$ cat src/logic/rhs_pkg.sv
`default_nettype none
package rhs_pkg;
   localparam int CLK_HZ = 200_000_000;
   localparam int RST_MIN_NS = 200;
   localparam int RST_MIN_CYC = (RST_MIN_NS * (CLK_HZ / 1_000_000) + 999) / 1000;
   // host stretches its reset pulse past the receiver's synchroniser
   localparam int RST_SYNC_MARGIN = 2;
   localparam int RST_HOLD_CYC = RST_MIN_CYC + RST_SYNC_MARGIN;
   localparam int INIT_MS = 300;
   localparam int HEART_MS = 1000;
   localparam int WDG_MS = 1000;
   localparam int REPORT_MS = 170;
   localparam logic [1:0] WDG_MISS_MAX = 2'd2;
   localparam logic [2:0] BAUD_IDX_DEF = 3'd3;
   localparam logic [2:0] BAUD_IDX_MAX = 3'd4;
   localparam logic [3:0] TX_LAST_BIT = 4'd9;
   localparam logic [3:0] MSG_NUM_IDX = 4'd5;
   localparam logic [1:0] CAUSE_POWER = 2'd0;
   localparam logic [1:0] CAUSE_PIN = 2'd1;
   localparam logic [1:0] CAUSE_WDG = 2'd2;
   localparam logic [7:0] CMD_INT_EN = 8'h67;
   localparam logic [7:0] CMD_INT_DIS = 8'h47;
   localparam logic [7:0] CMD_DIR_ON = 8'h44;
   localparam logic [7:0] CMD_DIR_OFF = 8'h64;
   localparam logic [7:0] CMD_JSON = 8'h6a;
   localparam logic [7:0] CMD_ASCII = 8'h4a;
   localparam logic [7:0] CMD_BAUD = 8'h62;
   localparam logic [7:0] CMD_SPD_THR = 8'h73;
   localparam logic [7:0] CMD_MAG_THR = 8'h6d;
   localparam logic [7:0] CMD_CAUSE = 8'h72;
   localparam logic [7:0] A_CTRL = 8'h00;
   localparam logic [7:0] A_STAT = 8'h04;
   localparam logic [7:0] A_TX = 8'h08;
   localparam logic [7:0] A_RX = 8'h0c;
   localparam logic [7:0] A_IRQ = 8'h10;
   localparam logic [7:0] A_MASK = 8'h14;
   localparam int IRQ_W = 2;
   localparam logic [IRQ_W-1:0] IRQ_RX = 2'b01;
   localparam logic [IRQ_W-1:0] IRQ_MOTION = 2'b10;
   typedef enum logic [1:0] {ARG_NONE = 2'b00, ARG_BAUD = 2'b01, ARG_SPD = 2'b10,
      ARG_MAG = 2'b11} rhs_arg_t;
   typedef enum logic [1:0] {RX_IDLE = 2'b00, RX_START = 2'b01, RX_DATA = 2'b10,
      RX_STOP = 2'b11} rhs_rx_st_t;
   typedef struct packed {
      rhs_rx_st_t st;
      logic [15:0] cnt;
      logic [2:0] idx;
      logic [7:0] sh;
      logic stb;
   } rhs_rx_t;
   typedef struct packed {
      logic busy;
      logic [15:0] cnt;
      logic [3:0] idx;
      logic [9:0] sh;
   } rhs_tx_t;

   function automatic int ms_cyc(input int ms);
      return ms * (CLK_HZ / 1000);
   endfunction

   function automatic logic [15:0] baud_div(input logic [2:0] sel);
      int rate;
      case (sel)
         3'd0: rate = 9600;
         3'd1: rate = 19200;
         3'd2: rate = 38400;
         3'd3: rate = 57600;
         default: rate = 115200;
      endcase
      return 16'(CLK_HZ / rate);
   endfunction

   // 8n1 receiver, samples mid-bit; a bad stop bit drops the byte
   function automatic rhs_rx_t rx_step(input rhs_rx_t q, input logic line,
      input logic [15:0] div);
      rhs_rx_t n;
      n = q;
      n.stb = 1'b0;
      if (q.st != RX_IDLE && q.cnt != 16'h0000)
         n.cnt = q.cnt - 16'h0001;
      else
         case (q.st)
            RX_IDLE:
               if (!line)
               begin
                  n.st = RX_START;
                  n.cnt = div >> 1;
               end
            RX_START:
            begin
               n.st = line ? RX_IDLE : RX_DATA;
               n.cnt = div - 16'h0001;
               n.idx = 3'h0;
            end
            RX_DATA:
            begin
               n.sh = {line, q.sh[7:1]};
               n.cnt = div - 16'h0001;
               n.idx = q.idx + 3'h1;
               if (q.idx == 3'h7)
                  n.st = RX_STOP;
            end
            default:
            begin
               n.st = RX_IDLE;
               n.stb = line;
            end
         endcase
      return n;
   endfunction

   // start bit low, lsb first, one stop bit, idle high
   function automatic rhs_tx_t tx_step(input rhs_tx_t q, input logic load,
      input logic [7:0] data, input logic [15:0] div);
      rhs_tx_t n;
      n = q;
      if (!q.busy)
      begin
         if (load)
         begin
            n.busy = 1'b1;
            n.sh = {1'b1, data, 1'b0};
            n.cnt = div - 16'h0001;
            n.idx = 4'h0;
         end
      end
      else if (q.cnt != 16'h0000)
         n.cnt = q.cnt - 16'h0001;
      else
      begin
         n.cnt = div - 16'h0001;
         n.sh = {1'b1, q.sh[9:1]};
         n.idx = q.idx + 4'h1;
         if (q.idx == TX_LAST_BIT)
            n.busy = 1'b0;
      end
      return n;
   endfunction

   // message table {last, char}: speed {"s":ddd}\n or ddd\n, cause {"r":c}\n
   function automatic logic [8:0] msg_chr(input logic [3:0] i, input logic cause,
      input logic js, input logic [7:0] v, input logic [1:0] c);
      logic [7:0] d2;
      logic [7:0] d1;
      logic [7:0] d0;
      d2 = 8'h30 + v / 8'h64;
      d1 = 8'h30 + (v / 8'h0a) % 8'h0a;
      d0 = 8'h30 + v % 8'h0a;
      case (i)
         4'h0: msg_chr = {1'b0, 8'h7b};
         4'h1: msg_chr = {1'b0, 8'h22};
         4'h2: msg_chr = {1'b0, cause ? 8'h72 : 8'h73};
         4'h3: msg_chr = {1'b0, 8'h22};
         4'h4: msg_chr = {1'b0, 8'h3a};
         4'h5: msg_chr = {1'b0, cause ? 8'h30 + {6'h00, c} : d2};
         4'h6: msg_chr = {1'b0, cause ? 8'h7d : d1};
         4'h7: msg_chr = cause ? {1'b1, 8'h0a} : {1'b0, d0};
         4'h8: msg_chr = js ? {1'b0, 8'h7d} : {1'b1, 8'h0a};
         default: msg_chr = {1'b1, 8'h0a};
      endcase
   endfunction
endpackage
`default_nettype wire

$ cat src/logic/rhs_link_if.sv
`timescale 1ns/100ps
`default_nettype none
interface rhs_link_if;
   logic dev_txd;
   logic host_txd;
   logic motion_int_n;
   logic host_rst_n;
   modport dev (output dev_txd, output motion_int_n, input host_txd, input host_rst_n);
   modport host (input dev_txd, input motion_int_n, output host_txd, output host_rst_n);
endinterface
`default_nettype wire

$ cat src/logic/rhs_dev.sv
`timescale 1ns/100ps
`default_nettype none
module rhs_dev #(
   parameter int INIT_CYC = rhs_pkg::ms_cyc(rhs_pkg::INIT_MS),
   parameter int HEART_CYC = rhs_pkg::ms_cyc(rhs_pkg::HEART_MS) / 2,
   parameter int WDG_CYC = rhs_pkg::ms_cyc(rhs_pkg::WDG_MS),
   parameter int RPT_CYC = rhs_pkg::ms_cyc(rhs_pkg::REPORT_MS)
) (
   input wire logic clk,
   input wire logic resetn,
   rhs_link_if.dev lnk,
   input wire logic usb_enum_done,
   input wire logic det_valid,
   input wire logic [7:0] det_speed,
   input wire logic [7:0] det_mag,
   input wire logic det_toward,
   input wire logic wdg_service,
   output logic init_done,
   output logic led_enum,
   output logic led_heart,
   output logic led_rgb_r,
   output logic led_rgb_g,
   output logic led_rgb_b,
   output logic board_reset,
   output logic [1:0] reset_cause
);
   // reset pin and reset cause, on the power-on reset only
   logic rp1_q, rp2_q, core_rst_q, core_rst_d, brd_q;
   logic [7:0] low_q, low_d;
   logic [1:0] cause_q, cause_d;
   logic pin_hit, wdg_fire;
   wire core_rstn = resetn & ~core_rst_q;

   always_comb
   begin
      low_d = rp2_q ? 8'h00 : low_q;
      if (!rp2_q && low_q != 8'(rhs_pkg::RST_MIN_CYC))
         low_d = low_q + 8'h01;
      pin_hit = !rp2_q && low_q == 8'(rhs_pkg::RST_MIN_CYC);
      core_rst_d = pin_hit | wdg_fire;
      cause_d = cause_q;
      if (pin_hit)
         cause_d = rhs_pkg::CAUSE_PIN;
      else if (wdg_fire)
         cause_d = rhs_pkg::CAUSE_WDG;
   end

   always_ff @(posedge clk or negedge resetn)
      if (!resetn)
      begin
         rp1_q <= 1'b1;
         rp2_q <= 1'b1;
         low_q <= 8'h00;
         core_rst_q <= 1'b0;
         cause_q <= rhs_pkg::CAUSE_POWER;
         brd_q <= 1'b0;
      end
      else
      begin
         rp1_q <= lnk.host_rst_n;
         rp2_q <= rp1_q;
         low_q <= low_d;
         core_rst_q <= core_rst_d;
         cause_q <= cause_d;
         brd_q <= wdg_fire;
      end

   // functional state, also cleared by the pin and the watchdog
   logic rx1_q, rx2_q;
   rhs_pkg::rhs_rx_t rx_q, rx_d;
   rhs_pkg::rhs_tx_t tx_q, tx_d;
   logic [31:0] init_cnt_q, init_cnt_d, hb_cnt_q, hb_cnt_d, wdg_cnt_q, wdg_cnt_d;
   logic [31:0] rpt_cnt_q, rpt_cnt_d;
   logic init_q, init_d, hb_q, hb_d, rpt_due_q, rpt_due_d;
   logic [1:0] miss_q, miss_d;
   logic [2:0] baud_q, baud_d;
   logic int_en_q, int_en_d, dir_en_q, dir_en_d, json_q, json_d, enum_q, enum_d;
   logic [7:0] spd_thr_q, spd_thr_d, mag_thr_q, mag_thr_d, spd_q, spd_d, mval_q, mval_d;
   rhs_pkg::rhs_arg_t arg_q, arg_d;
   logic motion_q, motion_d, toward_q, toward_d, pend_q, pend_d, creq_q, creq_d;
   logic msg_q, msg_d, mcause_q, mcause_d, txd_q, txd_d, int_n_q, int_n_d;
   logic [3:0] midx_q, midx_d;
   logic [8:0] chr;
   logic [15:0] div;
   logic qual, load;
   logic [4:0] led_q, led_d;

   always_comb
   begin
      div = rhs_pkg::baud_div(baud_q);
      rx_d = rhs_pkg::rx_step(rx_q, rx2_q, div);
      init_cnt_d = init_cnt_q;
      init_d = init_q;
      if (!init_q)
      begin
         init_cnt_d = init_cnt_q + 32'h1;
         init_d = init_cnt_q == 32'(INIT_CYC - 1);
      end
      hb_cnt_d = hb_cnt_q;
      hb_d = hb_q;
      if (init_q)
      begin
         hb_cnt_d = hb_cnt_q + 32'h1;
         if (hb_cnt_q == 32'(HEART_CYC - 1))
         begin
            hb_cnt_d = 32'h0;
            hb_d = ~hb_q;
         end
      end
      wdg_fire = 1'b0;
      wdg_cnt_d = wdg_cnt_q + 32'h1;
      miss_d = miss_q;
      if (wdg_service)
      begin
         wdg_cnt_d = 32'h0;
         miss_d = 2'h0;
      end
      else if (wdg_cnt_q == 32'(WDG_CYC - 1))
      begin
         wdg_cnt_d = 32'h0;
         if (miss_q == rhs_pkg::WDG_MISS_MAX)
            wdg_fire = 1'b1;
         else
            miss_d = miss_q + 2'h1;
      end
      baud_d = baud_q;
      int_en_d = int_en_q;
      dir_en_d = dir_en_q;
      json_d = json_q;
      spd_thr_d = spd_thr_q;
      mag_thr_d = mag_thr_q;
      arg_d = arg_q;
      creq_d = creq_q;
      if (rx_q.stb)
      begin
         arg_d = rhs_pkg::ARG_NONE;
         case (arg_q)
            rhs_pkg::ARG_BAUD:
               if (rx_q.sh[7:3] == 5'h00 && rx_q.sh[2:0] <= rhs_pkg::BAUD_IDX_MAX)
                  baud_d = rx_q.sh[2:0];
            rhs_pkg::ARG_SPD: spd_thr_d = rx_q.sh;
            rhs_pkg::ARG_MAG: mag_thr_d = rx_q.sh;
            default:
               case (rx_q.sh)
                  rhs_pkg::CMD_INT_EN: int_en_d = 1'b1;
                  rhs_pkg::CMD_INT_DIS: int_en_d = 1'b0;
                  rhs_pkg::CMD_DIR_ON: dir_en_d = 1'b1;
                  rhs_pkg::CMD_DIR_OFF: dir_en_d = 1'b0;
                  rhs_pkg::CMD_JSON: json_d = 1'b1;
                  rhs_pkg::CMD_ASCII: json_d = 1'b0;
                  rhs_pkg::CMD_BAUD: arg_d = rhs_pkg::ARG_BAUD;
                  rhs_pkg::CMD_SPD_THR: arg_d = rhs_pkg::ARG_SPD;
                  rhs_pkg::CMD_MAG_THR: arg_d = rhs_pkg::ARG_MAG;
                  rhs_pkg::CMD_CAUSE: creq_d = 1'b1;
                  default: arg_d = rhs_pkg::ARG_NONE;
               endcase
         endcase
      end
      enum_d = enum_q | usb_enum_done;
      qual = det_speed >= spd_thr_q && det_mag >= mag_thr_q;
      motion_d = motion_q;
      toward_d = toward_q;
      spd_d = spd_q;
      pend_d = pend_q;
      if (det_valid && init_q)
      begin
         motion_d = qual;
         if (qual)
         begin
            toward_d = det_toward;
            spd_d = det_speed;
            pend_d = 1'b1;
         end
      end
      rpt_cnt_d = rpt_cnt_q + 32'h1;
      rpt_due_d = rpt_due_q;
      if (rpt_cnt_q == 32'(RPT_CYC - 1))
      begin
         rpt_cnt_d = 32'h0;
         rpt_due_d = 1'b1;
      end
      // a message owns the transmitter until its last character is loaded
      msg_d = msg_q;
      mcause_d = mcause_q;
      midx_d = midx_q;
      mval_d = mval_q;
      load = 1'b0;
      chr = rhs_pkg::msg_chr(midx_q, mcause_q, json_q, mval_q, cause_q);
      if (msg_q)
      begin
         if (!tx_q.busy)
         begin
            load = 1'b1;
            midx_d = midx_q + 4'h1;
            msg_d = !chr[8];
         end
      end
      else if (creq_q)
      begin
         creq_d = rx_q.stb && arg_q == rhs_pkg::ARG_NONE && rx_q.sh == rhs_pkg::CMD_CAUSE;
         msg_d = 1'b1;
         mcause_d = 1'b1;
         midx_d = 4'h0;
      end
      else if (pend_q && rpt_due_q && init_q && !enum_q)
      begin
         msg_d = 1'b1;
         mcause_d = 1'b0;
         midx_d = json_q ? 4'h0 : rhs_pkg::MSG_NUM_IDX;
         mval_d = spd_q;
         pend_d = det_valid && init_q && qual;
         rpt_due_d = 1'b0;
      end
      tx_d = rhs_pkg::tx_step(tx_q, load, chr[7:0], div);
      txd_d = tx_d.busy ? tx_d.sh[0] : 1'b1;
      int_n_d = !(int_en_d && motion_d);
      led_d[0] = !enum_d;
      led_d[1] = dir_en_d && motion_d && toward_d;
      led_d[2] = !dir_en_d && motion_d;
      led_d[3] = dir_en_d && motion_d && !toward_d;
      led_d[4] = hb_d;
   end

   always_ff @(posedge clk or negedge core_rstn)
      if (!core_rstn)
      begin
         rx1_q <= 1'b1;
         rx2_q <= 1'b1;
         rx_q <= '0;
         tx_q <= '0;
         init_cnt_q <= 32'h0;
         init_q <= 1'b0;
         hb_cnt_q <= 32'h0;
         hb_q <= 1'b0;
         wdg_cnt_q <= 32'h0;
         miss_q <= 2'h0;
         rpt_cnt_q <= 32'h0;
         rpt_due_q <= 1'b0;
         baud_q <= rhs_pkg::BAUD_IDX_DEF;
         int_en_q <= 1'b0;
         dir_en_q <= 1'b1;
         json_q <= 1'b0;
         enum_q <= 1'b0;
         spd_thr_q <= 8'h00;
         mag_thr_q <= 8'h00;
         arg_q <= rhs_pkg::ARG_NONE;
         motion_q <= 1'b0;
         toward_q <= 1'b0;
         spd_q <= 8'h00;
         mval_q <= 8'h00;
         pend_q <= 1'b0;
         creq_q <= 1'b0;
         msg_q <= 1'b0;
         mcause_q <= 1'b0;
         midx_q <= 4'h0;
         txd_q <= 1'b1;
         int_n_q <= 1'b1;
         led_q <= 5'h01;
      end
      else
      begin
         rx1_q <= lnk.host_txd;
         rx2_q <= rx1_q;
         rx_q <= rx_d;
         tx_q <= tx_d;
         init_cnt_q <= init_cnt_d;
         init_q <= init_d;
         hb_cnt_q <= hb_cnt_d;
         hb_q <= hb_d;
         wdg_cnt_q <= wdg_cnt_d;
         miss_q <= miss_d;
         rpt_cnt_q <= rpt_cnt_d;
         rpt_due_q <= rpt_due_d;
         baud_q <= baud_d;
         int_en_q <= int_en_d;
         dir_en_q <= dir_en_d;
         json_q <= json_d;
         enum_q <= enum_d;
         spd_thr_q <= spd_thr_d;
         mag_thr_q <= mag_thr_d;
         arg_q <= arg_d;
         motion_q <= motion_d;
         toward_q <= toward_d;
         spd_q <= spd_d;
         mval_q <= mval_d;
         pend_q <= pend_d;
         creq_q <= creq_d;
         msg_q <= msg_d;
         mcause_q <= mcause_d;
         midx_q <= midx_d;
         txd_q <= txd_d;
         int_n_q <= int_n_d;
         led_q <= led_d;
      end

   assign lnk.dev_txd = txd_q;
   assign lnk.motion_int_n = int_n_q;
   assign init_done = init_q;
   assign led_enum = led_q[0];
   assign led_rgb_r = led_q[1];
   assign led_rgb_g = led_q[2];
   assign led_rgb_b = led_q[3];
   assign led_heart = led_q[4];
   assign board_reset = brd_q;
   assign reset_cause = cause_q;
endmodule
`default_nettype wire

$ cat src/flat_wrapper.sv
// flat-port wrapper written by rule: the top's interface ports become plain ports
module rhs_dev_flat 
#(
   parameter int INIT_CYC = rhs_pkg::ms_cyc(rhs_pkg::INIT_MS),
   parameter int HEART_CYC = rhs_pkg::ms_cyc(rhs_pkg::HEART_MS) / 2,
   parameter int WDG_CYC = rhs_pkg::ms_cyc(rhs_pkg::WDG_MS),
   parameter int RPT_CYC = rhs_pkg::ms_cyc(rhs_pkg::REPORT_MS)
)
  (clk, resetn, usb_enum_done, det_valid, det_speed, det_mag, det_toward, wdg_service, init_done, led_enum, led_heart, led_rgb_r, led_rgb_g, led_rgb_b, board_reset, reset_cause, lnk_dev_txd, lnk_motion_int_n, lnk_host_txd, lnk_host_rst_n);
  rhs_link_if lnk_i ();
  input wire logic clk;
  input wire logic resetn;
  input wire logic usb_enum_done;
  input wire logic det_valid;
  input wire logic [7:0] det_speed;
  input wire logic [7:0] det_mag;
  input wire logic det_toward;
  input wire logic wdg_service;
  output logic init_done;
  output logic led_enum;
  output logic led_heart;
  output logic led_rgb_r;
  output logic led_rgb_g;
  output logic led_rgb_b;
  output logic board_reset;
  output logic [1:0] reset_cause;
  output wire logic [$bits(lnk_i.dev_txd)-1:0] lnk_dev_txd;
  output wire logic [$bits(lnk_i.motion_int_n)-1:0] lnk_motion_int_n;
  input wire logic [$bits(lnk_i.host_txd)-1:0] lnk_host_txd;
  input wire logic [$bits(lnk_i.host_rst_n)-1:0] lnk_host_rst_n;
  assign lnk_dev_txd = lnk_i.dev_txd;
  assign lnk_motion_int_n = lnk_i.motion_int_n;
  assign lnk_i.host_txd = lnk_host_txd;
  assign lnk_i.host_rst_n = lnk_host_rst_n;
  rhs_dev #(.INIT_CYC(INIT_CYC), .HEART_CYC(HEART_CYC), .WDG_CYC(WDG_CYC), .RPT_CYC(RPT_CYC)) u_core (.clk(clk), .resetn(resetn), .lnk(lnk_i), .usb_enum_done(usb_enum_done), .det_valid(det_valid), .det_speed(det_speed), .det_mag(det_mag), .det_toward(det_toward), .wdg_service(wdg_service), .init_done(init_done), .led_enum(led_enum), .led_heart(led_heart), .led_rgb_r(led_rgb_r), .led_rgb_g(led_rgb_g), .led_rgb_b(led_rgb_b), .board_reset(board_reset), .reset_cause(reset_cause));
endmodule
$ cat config.mk
export PLATFORM = sky130hd
export DESIGN_NAME = rhs_dev_flat
export DESIGN_NICKNAME = d
export VERILOG_FILES = /design/src/logic/rhs_pkg.sv /design/src/logic/rhs_link_if.sv /design/src/logic/rhs_dev.sv /design/src/flat_wrapper.sv
export SDC_FILE = /design/constraint.sdc
export NUM_CORES = 1
export LEC_CHECK = 0
export BUFFER_PORTS_ARGS = -buffer_cell sky130_fd_sc_hd__buf_2
export CORE_MARGIN = 8
export CORE_UTILIZATION = 55
export CTS_CLUSTER_SIZE = 30
export DETAILED_ROUTE_END_ITERATION = 8
export PLACE_DENSITY = 0.84
export SLEW_MARGIN = 15
export SYNTH_ARGS = -nofsm -noshare
export SYNTH_HDL_FRONTEND = slang
export SYNTH_SLANG_ARGS = --single-unit
$ cat constraint.sdc
create_clock -name clk -period 15.8 [get_ports clk]
set_input_delay 1.58 -clock clk [delete_from_list [all_inputs] [get_ports clk]]
set_output_delay 1.58 -clock clk [all_outputs]
set_load 0.01 [all_outputs]
**Yosys cells after proc, flatten, opt, wreduce, memory -nomap -nowiden**

Index checks and enable logic that the tools add are counted.

- Add/sub/neg operators: 16
- Div/mod/pow operators: 5
- $lt $le $gt $ge: 3
- Eq/ne operators: 41
- Multiplexer cells: 79
- Bitwise logic cells: 9
- Reductions and logical operators: 59

Operators with widths:

| cell | count |
|---|---|
| 32-bit by 1-bit adder with 32-bit output (second input constant) | 4 |
| 32-bit two-way mux | 4 |
| 8-bit by 7-bit == test with 1-bit output (second input constant) | 10 |
| 9-bit case mux with 8 select lines | 1 |
| 17-bit case mux with 4 select lines | 1 |
| 32-bit by 26-bit == test with 1-bit output (second input constant) | 2 |
| 31-bit two-way mux | 2 |
| 16-bit by 1-bit subtractor with 16-bit output (second input constant) | 3 |
| 1-bit two-way mux | 41 |
| 29-bit by 32-bit divider with 32-bit output (first input constant) | 1 |
| 32-bit by 27-bit == test with 1-bit output (second input constant) | 1 |
| 32-bit by 28-bit == test with 1-bit output (second input constant) | 1 |
| 16-bit two-way mux | 2 |
| 8-bit two-way mux | 4 |
| 16-bit case mux with 2 select lines | 1 |
| 16-bit nonzero test | 2 |
| 6-bit by 8-bit adder with 8-bit output (first input constant) | 3 |
| 2-bit AND reduction | 10 |
| 18-bit two-way mux | 1 |
| 9-bit two-way mux | 2 |
| 1-bit logical AND | 17 |
| 4-bit by 3-bit == test with 1-bit output (second input constant) | 4 |
| 8-bit greater-or-equal comparator | 2 |
| 8-bit by 4-bit remainder unit with 8-bit output (second input constant) | 2 |
| 41 further kinds | 91 |

- Register bits after elaboration: 268
- Bits of input ports: 24
- Output and inout port bits: 11

**Logic depth before layout (Yosys ltp)**

- Word-level depth: 8
- Depth in mapped cells: 187
- Mapped depth without buffers: 170

**Worst setup path before layout**

Ideal clock, no wire load.

- Path type: register to register
- From: register u_core.baud_q[0]
- To: register u_core.rx_q[14] (netlist name)
- Arrival: 33.475 ns
- Required time: 15.663 ns
- Slack: -17.812 ns
- Stages on the path, launching flop included: 174
- Buffers on the path: 15
- Clock period less this slack: 33.612 ns
- Cell sequence: dfstp_2 buf_6 clkbuf_1 nor2b_1 nor3_1 inv_1 ha_1 o2111ai_1 a211oi_1 ha_1 o21ai_1 a32oi_2 o31ai_1 a31oi_1 a22oi_1 inv_1 ha_1 or3_1 [138 not listed] buf_2 buf_2 nand2_1 o21ai_1 ha_1 a21o_1 a211oi_1 nor2b_1 a31o_2 a211o_1 o2111ai_1 a21oi_2 and2_1 ha_1 xnor2_1 a21oi_1 o21ai_0 a21oi_1

- Longest elaborated chain between the ends: 6
- Elaborated cells between the ends (all ways): 10
- Classes of those cells: add/sub: 1; div: 1; eq/ne: 3; mux: 4; reduce/logical: 1

RTL lines:

| element | line | RTL |
|---|---|---|
| from (decl) | rhs_dev.sv:76 | `logic [2:0] baud_q, baud_d;` |
| from (signal assigned) | rhs_dev.sv:239 | `baud_q <= rhs_pkg::BAUD_IDX_DEF;` |
| from (signal assigned) | rhs_dev.sv:274 | `baud_q <= baud_d;` |
| 3-bit by 2-bit == test with 1-bit output (tied with other cells) | rhs_pkg.sv:64 | `case (sel)` |
| 17-bit case mux with 4 select lines (*) | rhs_pkg.sv:64 |  |
| 29-bit by 32-bit divider with 32-bit output (*) | rhs_pkg.sv:71 | `return 16'(CLK_HZ / rate);` |
| 16-bit by 1-bit subtractor with 16-bit output or 18-bit two-way mux (tied branches) | rhs_pkg.sv:93, rhs_pkg.sv:99, rhs_pkg.sv:85 |  |
| 16-bit case mux with 2 select lines (*) | rhs_pkg.sv:83 | `case (q.st)` |
| 16-bit two-way mux (*) | rhs_pkg.sv:80 | `if (q.st != RX_IDLE && q.cnt != 16'h0000)` |
| to (signal assigned) | rhs_dev.sv:264 | `rx_q <= rx_d;` |
| to (decl) | rhs_dev.sv:70 | `rhs_pkg::rhs_rx_t rx_q, rx_d;` |

Every way passes the cells marked *; elsewhere a longest branch is shown, timed or not. The select of a mux whose other input is x is not followed.
A chain may end at the register's enable or synchronous reset.

**Final worst setup path**

- From: register u_core.baud_q[0]
- To: register u_core.rx_q[13] (netlist name)

The elaborated chain is that of the path after synthesis.

==> impl_metrics.xml <==
<?xml version="1.0" encoding="UTF-8"?>
<metrics>
  <group name="global_route">
    <metric name="grt_first_pass_wirelength" unit="mm">112</metric>
    <metric name="grt_max_degree" unit="">88</metric>
    <metric name="grt_antenna_before_repair" unit="">2</metric>
    <metric name="global_route_usage_over_all_layers" unit="%">28.3</metric>
    <metric name="global_route.overflow_total" unit="">0</metric>
    <metric name="number_of_global_route_vias_before_repair" unit="">23092</metric>
  </group>
  <group name="cts">
    <metric name="tritoncts.num_buffers" unit="">27</metric>
    <metric name="tritoncts_clock_tree" unit="">yes</metric>
    <metric name="worst_setup_hold_path_clk_slew" unit="ns">0.08</metric>
    <metric name="cts_max_level" unit="">1</metric>
    <metric name="insertion_delay" unit="ns">0.56</metric>
    <metric name="clock_sink_count" unit="">267</metric>
    <metric name="cts_root_buf" unit="">sky130_fd_sc_hd__clkbuf_16</metric>
    <metric name="cts.hold.buffers_added" unit="">0</metric>
    <metric name="clock_path_buffers" unit="">3</metric>
  </group>
  <group name="job">
    <metric name="maxCapViolCount" unit="">0</metric>
  </group>
  <group name="setup_path">
    <metric name="setup.worst_path.start_class" unit="">flop</metric>
    <metric name="crit_path_max_fanout" unit="">6</metric>
    <metric name="crit_family" unit="">compound AO/OA/AOI/OAI gates</metric>
    <metric name="worst_setup_path_end_kind" unit="">flop</metric>
    <metric name="worstPathRequired" unit="ns">16.28</metric>
    <metric name="rrSetupSlack" unit="ns">-13.87</metric>
    <metric name="critPathArrivalTime" unit="ns">30.15</metric>
    <metric name="crit_type" unit="">flop to flop</metric>
    <metric name="critPathMostFrequentCell" unit="">sky130_fd_sc_hd__a21o_1</metric>
    <metric name="cp_slowest_stage_delay" unit="ns">0.57</metric>
    <metric name="worst_r2r_path_depth" unit="">164</metric>
    <metric name="crit-reg2reg-capture" unit="">u_core.rx_q[13]$_DFFE_PN0P_</metric>
    <metric name="critical_path_buf_inv_count" unit="">13</metric>
    <metric name="critical_path.slowest_cell" unit="">sky130_fd_sc_hd__dfstp_2</metric>
    <metric name="worstReg2RegStart" unit="">u_core.baud_q[0]$_DFFE_PN1P_</metric>
  </group>
  <group name="die">
    <metric name="row_count" unit="">73</metric>
    <metric name="design.portCount" unit="">35</metric>
    <metric name="die_w" unit="µm">215</metric>
    <metric name="placeable_core_area" unit="µm²">39500</metric>
    <metric name="initial_utilization" unit="%">55.3</metric>
    <metric name="dieArea" unit="µm²">46300</metric>
    <metric name="fp.dieH" unit="µm">215</metric>
  </group>
  <group name="worst_hold_path">
    <metric name="hold_path_depth" unit="">0</metric>
    <metric name="min_from" unit="">u_core.rp1_q$_DFF_PN1_</metric>
    <metric name="endpoint_worst_hold" unit="">u_core.rp2_q$_DFF_PN1_</metric>
    <metric name="holdCritPathClass" unit="">flop to flop</metric>
  </group>
  <group name="yosys">
    <metric name="syn_inst" unit="">2588</metric>
    <metric name="yosysMostFrequentCell" unit="">sky130_fd_sc_hd__nor2_1</metric>
    <metric name="synth.yosys.warnings" unit="">0</metric>
    <metric name="synth_area" unit="µm²">21800</metric>
    <metric name="synth.cells.most_frequent" unit="">sky130_fd_sc_hd__nor2_1 (270), sky130_fd_sc_hd__dfrtp_1 (257), sky130_fd_sc_hd__nand2_1 (214), sky130_fd_sc_hd__ha_1 (161), sky130_fd_sc_hd__o21ai_0 (158)</metric>
    <metric name="synth_cell_types" unit="">116</metric>
    <metric name="post_synth.cell_area_avg" unit="µm²">8.42</metric>
    <metric name="yosys.area.top_type_share" unit="%">29.5</metric>
    <metric name="synth.top_cells.by_area" unit="">sky130_fd_sc_hd__dfrtp_1 (29%), sky130_fd_sc_hd__ha_1 (9.2%), sky130_fd_sc_hd__xnor2_1 (4.8%)</metric>
    <metric name="number_of_enable_type_register_cells_in_the_synthesized_netlist" unit="">0</metric>
    <metric name="ys_seq_elements" unit="">267</metric>
    <metric name="netlist.top_cell.by_area" unit="">sky130_fd_sc_hd__dfrtp_1</metric>
    <metric name="synth-seq-area-share" unit="%">30.7</metric>
    <metric name="commonest_register_cell_after_synthesis" unit="">sky130_fd_sc_hd__dfrtp_1</metric>
    <metric name="proportion_of_register_bits_with_asynchronous_set_or_reset_after_synthesis" unit="%">100</metric>
  </group>
  <group name="timing">
    <metric name="rsz0062_at_grt" unit="">yes</metric>
    <metric name="period_utilisation_layout" unit="%">188</metric>
    <metric name="finalHoldViolations" unit="">0</metric>
    <metric name="finalWorstSetupSlack" unit="ns">-13.87</metric>
    <metric name="slew_worst_pin" unit="ns">1.05</metric>
    <metric name="clock.fmax" unit="MHz">33.7</metric>
    <metric name="maxSlewViolCount" unit="">0</metric>
    <metric name="period_minus_slack" unit="ns">29.67</metric>
    <metric name="max-slew-margin-rel" unit="%">29.8</metric>
    <metric name="timing.final.setup_violations" unit="">14</metric>
    <metric name="finalClockSkew" unit="ns">0.0255</metric>
  </group>
  <group name="status">
    <metric name="failing_checks" unit="">negative setup slack</metric>
    <metric name="outcome" unit="">complete, but fails checks</metric>
  </group>
  <group name="route">
    <metric name="route.detailed.drc" unit="">0</metric>
    <metric name="route.detailed.vias_per_inst" unit="">6.25</metric>
    <metric name="initialDrtViolationCount" unit="">2168</metric>
    <metric name="detailedRoute.firstPassIterationCount" unit="">6</metric>
    <metric name="detail_route.wl_per_cell" unit="µm">19.1</metric>
    <metric name="vias" unit="">23047</metric>
    <metric name="routed_wl" unit="mm">70.6</metric>
    <metric name="drtAntennaViolNets" unit="">0</metric>
  </group>
  <group name="final_layout">
    <metric name="fill_cells" unit="">2648</metric>
    <metric name="fraction_of_layout_cells_with_a_size_suffix_above_1" unit="%">30.1</metric>
    <metric name="flow.area_growth_from_synthesis" unit="%">31.3</metric>
    <metric name="finish.instance_area" unit="µm²">28600</metric>
    <metric name="finalNetCount" unit="">3330</metric>
    <metric name="insertedDiodeCount" unit="">0</metric>
  </group>
  <group name="place">
    <metric name="finalWeightedCongestion" unit="">0.983</metric>
    <metric name="dpl.hpwl" unit="mm">47.9</metric>
    <metric name="postPlaceCellArea" unit="µm²">26400</metric>
    <metric name="port_buffers" unit="">34</metric>
  </group>
</metrics>
==> cell families (layout without fill, tap and decap cells) <==
family          after synthesis  count (layout)  share of synthesized area, %
fa+ha+maj                   164             164                          9.47
flops                       267             267                          30.7
other cells                   2               9                        0.0344
xor+xnor                    201             201                          8.08
buf+inv                     215             781                          3.93
mux                          91              91                          4.54
simple gates                964             964                          21.9
compound gates              684             684                          21.4
==> cells in the final DEF (no fill, tap or decap), types with 11 or more instances in the layout <==
cell and count:
sky130_fd_sc_hd__mux2_2 56, sky130_fd_sc_hd__ha_4 18, sky130_fd_sc_hd__dfrtp_1 257, sky130_fd_sc_hd__a21o_1 52
sky130_fd_sc_hd__nor2b_1 31, sky130_fd_sc_hd__nor2_1 254, sky130_fd_sc_hd__o31ai_1 12, sky130_fd_sc_hd__a211oi_1 20
sky130_fd_sc_hd__a31oi_1 26, sky130_fd_sc_hd__o22ai_1 14, sky130_fd_sc_hd__buf_4 566, sky130_fd_sc_hd__mux2i_1 24
sky130_fd_sc_hd__clkbuf_16 27, sky130_fd_sc_hd__nand3_1 99, sky130_fd_sc_hd__o21ai_1 20, sky130_fd_sc_hd__nand2_1 205
sky130_fd_sc_hd__or2_2 14, sky130_fd_sc_hd__a21oi_1 126, sky130_fd_sc_hd__o21ai_0 140, sky130_fd_sc_hd__nand4_1 41
sky130_fd_sc_hd__buf_2 34, sky130_fd_sc_hd__ha_1 138, sky130_fd_sc_hd__nor4_1 21, sky130_fd_sc_hd__a21oi_2 25
sky130_fd_sc_hd__o21bai_1 11, sky130_fd_sc_hd__o211ai_1 18, sky130_fd_sc_hd__o21ai_2 12, sky130_fd_sc_hd__or3_1 23
sky130_fd_sc_hd__nand2b_1 40, sky130_fd_sc_hd__and3_1 41, sky130_fd_sc_hd__nor3_1 62, sky130_fd_sc_hd__xor2_1 81
sky130_fd_sc_hd__xnor2_1 118, sky130_fd_sc_hd__and2_1 14, sky130_fd_sc_hd__inv_1 104, sky130_fd_sc_hd__o21a_1 37
sky130_fd_sc_hd__buf_6 15
==> layout make-up <==
class                           count  area (µm²)  area share, %
Tap cell                          525         657           2.30
Timing Repair Buffer              617        4620           16.2
Clock inverter                      7        57.6          0.201
Multi-Input combinational cell   2113       15400           53.6
Clock buffer                       40         785           2.74
Inverter                          117         452           1.58
Sequential cell                   267        6690           23.4
==> layer usage <==
layer / wire length, µm / track usage, % / vias to the layer above / share of wire [%]
met2: 33800 / 49.4 / 1168 / 48
met4: 3700 / 12.7 / 4 / 5.2
li1: - / - / 10511 / -
met1: 28000 / 34.4 / 11012 / 40
met5: 27 / 0 / - / 0.038
met3: 5060 / 4.21 / 352 / 7.2
==> worst max path at each step <==
stage	start	to	slack, ns	depth (start not counted)
finish	u_core.baud_q[0]$_DFFE_PN1P_	u_core.rx_q[13]$_DFFE_PN0P_	-13.87	164
CTS	u_core.baud_q[0]$_DFFE_PN1P_	u_core.rx_q[14]$_DFFE_PN0P_	-12.38	167
detailed placement	u_core.baud_q[0]$_DFFE_PN1P_	u_core.rx_q[13]$_DFFE_PN0P_	-13.49	163
global route	u_core.baud_q[0]$_DFFE_PN1P_	u_core.rx_q[13]$_DFFE_PN0P_	-15.27	166
floorplan	u_core.baud_q[0]$_DFFE_PN1P_	u_core.rx_q[13]$_DFFE_PN0P_	-14.50	179
global placement	u_core.baud_q[0]$_DFFE_PN1P_	u_core.rx_q[13]$_DFFE_PN0P_	-12.20	164
==> through the flow <==
stage | util (%) | hold slack (ns) | setup WS (ns) | instances | setup TNS, ns
CTS | 71.1 | 0.360 | -12.38 | 3657 | -112.57
global placement | 66.9 | 0.346 | -12.20 | 3539 | -109.41
detailed placement | 66.9 | 0.351 | -13.49 | 3539 | -124.85
finish | 72.5 | 0.357 | -13.87 | 3686 | -128.65
global route | 72.5 | 0.365 | -15.27 | 3686 | -145.50
floorplan | - | 0.345 | -14.50 | 2595 | -136.73
==> state kept, by name, indices dropped and copies added (netlist names), 2 cells and up <==
signal,cells
u_core.low_q,8
u_core.tx_q,31
u_core.led_q,4
u_core.mag_thr_q,8
u_core.init_cnt_q,32
u_core.hb_cnt_q,32
u_core.reset_cause,2
u_core.wdg_cnt_q,32
u_core.arg_q,2
u_core.miss_q,2
u_core.rpt_cnt_q,32
u_core.midx_q,4
u_core.spd_thr_q,8
u_core.spd_q,8
u_core.mval_q,8
u_core.rx_q,30
u_core.baud_q,3
==> repair_timing <==
| item | in CTS | in global routing |
|---|---|---|
| resized for setup | 71 | 60 |
| endpoints found under the setup margin | 14 | 15 |
| pin swaps | 79 | 65 |
| setup buffers | 72 | 29 |
| gates cloned | 1 | 0 |
Power is not shown: default switching activity piles up to over one toggle a cycle in this logic, so the estimate is an artifact.
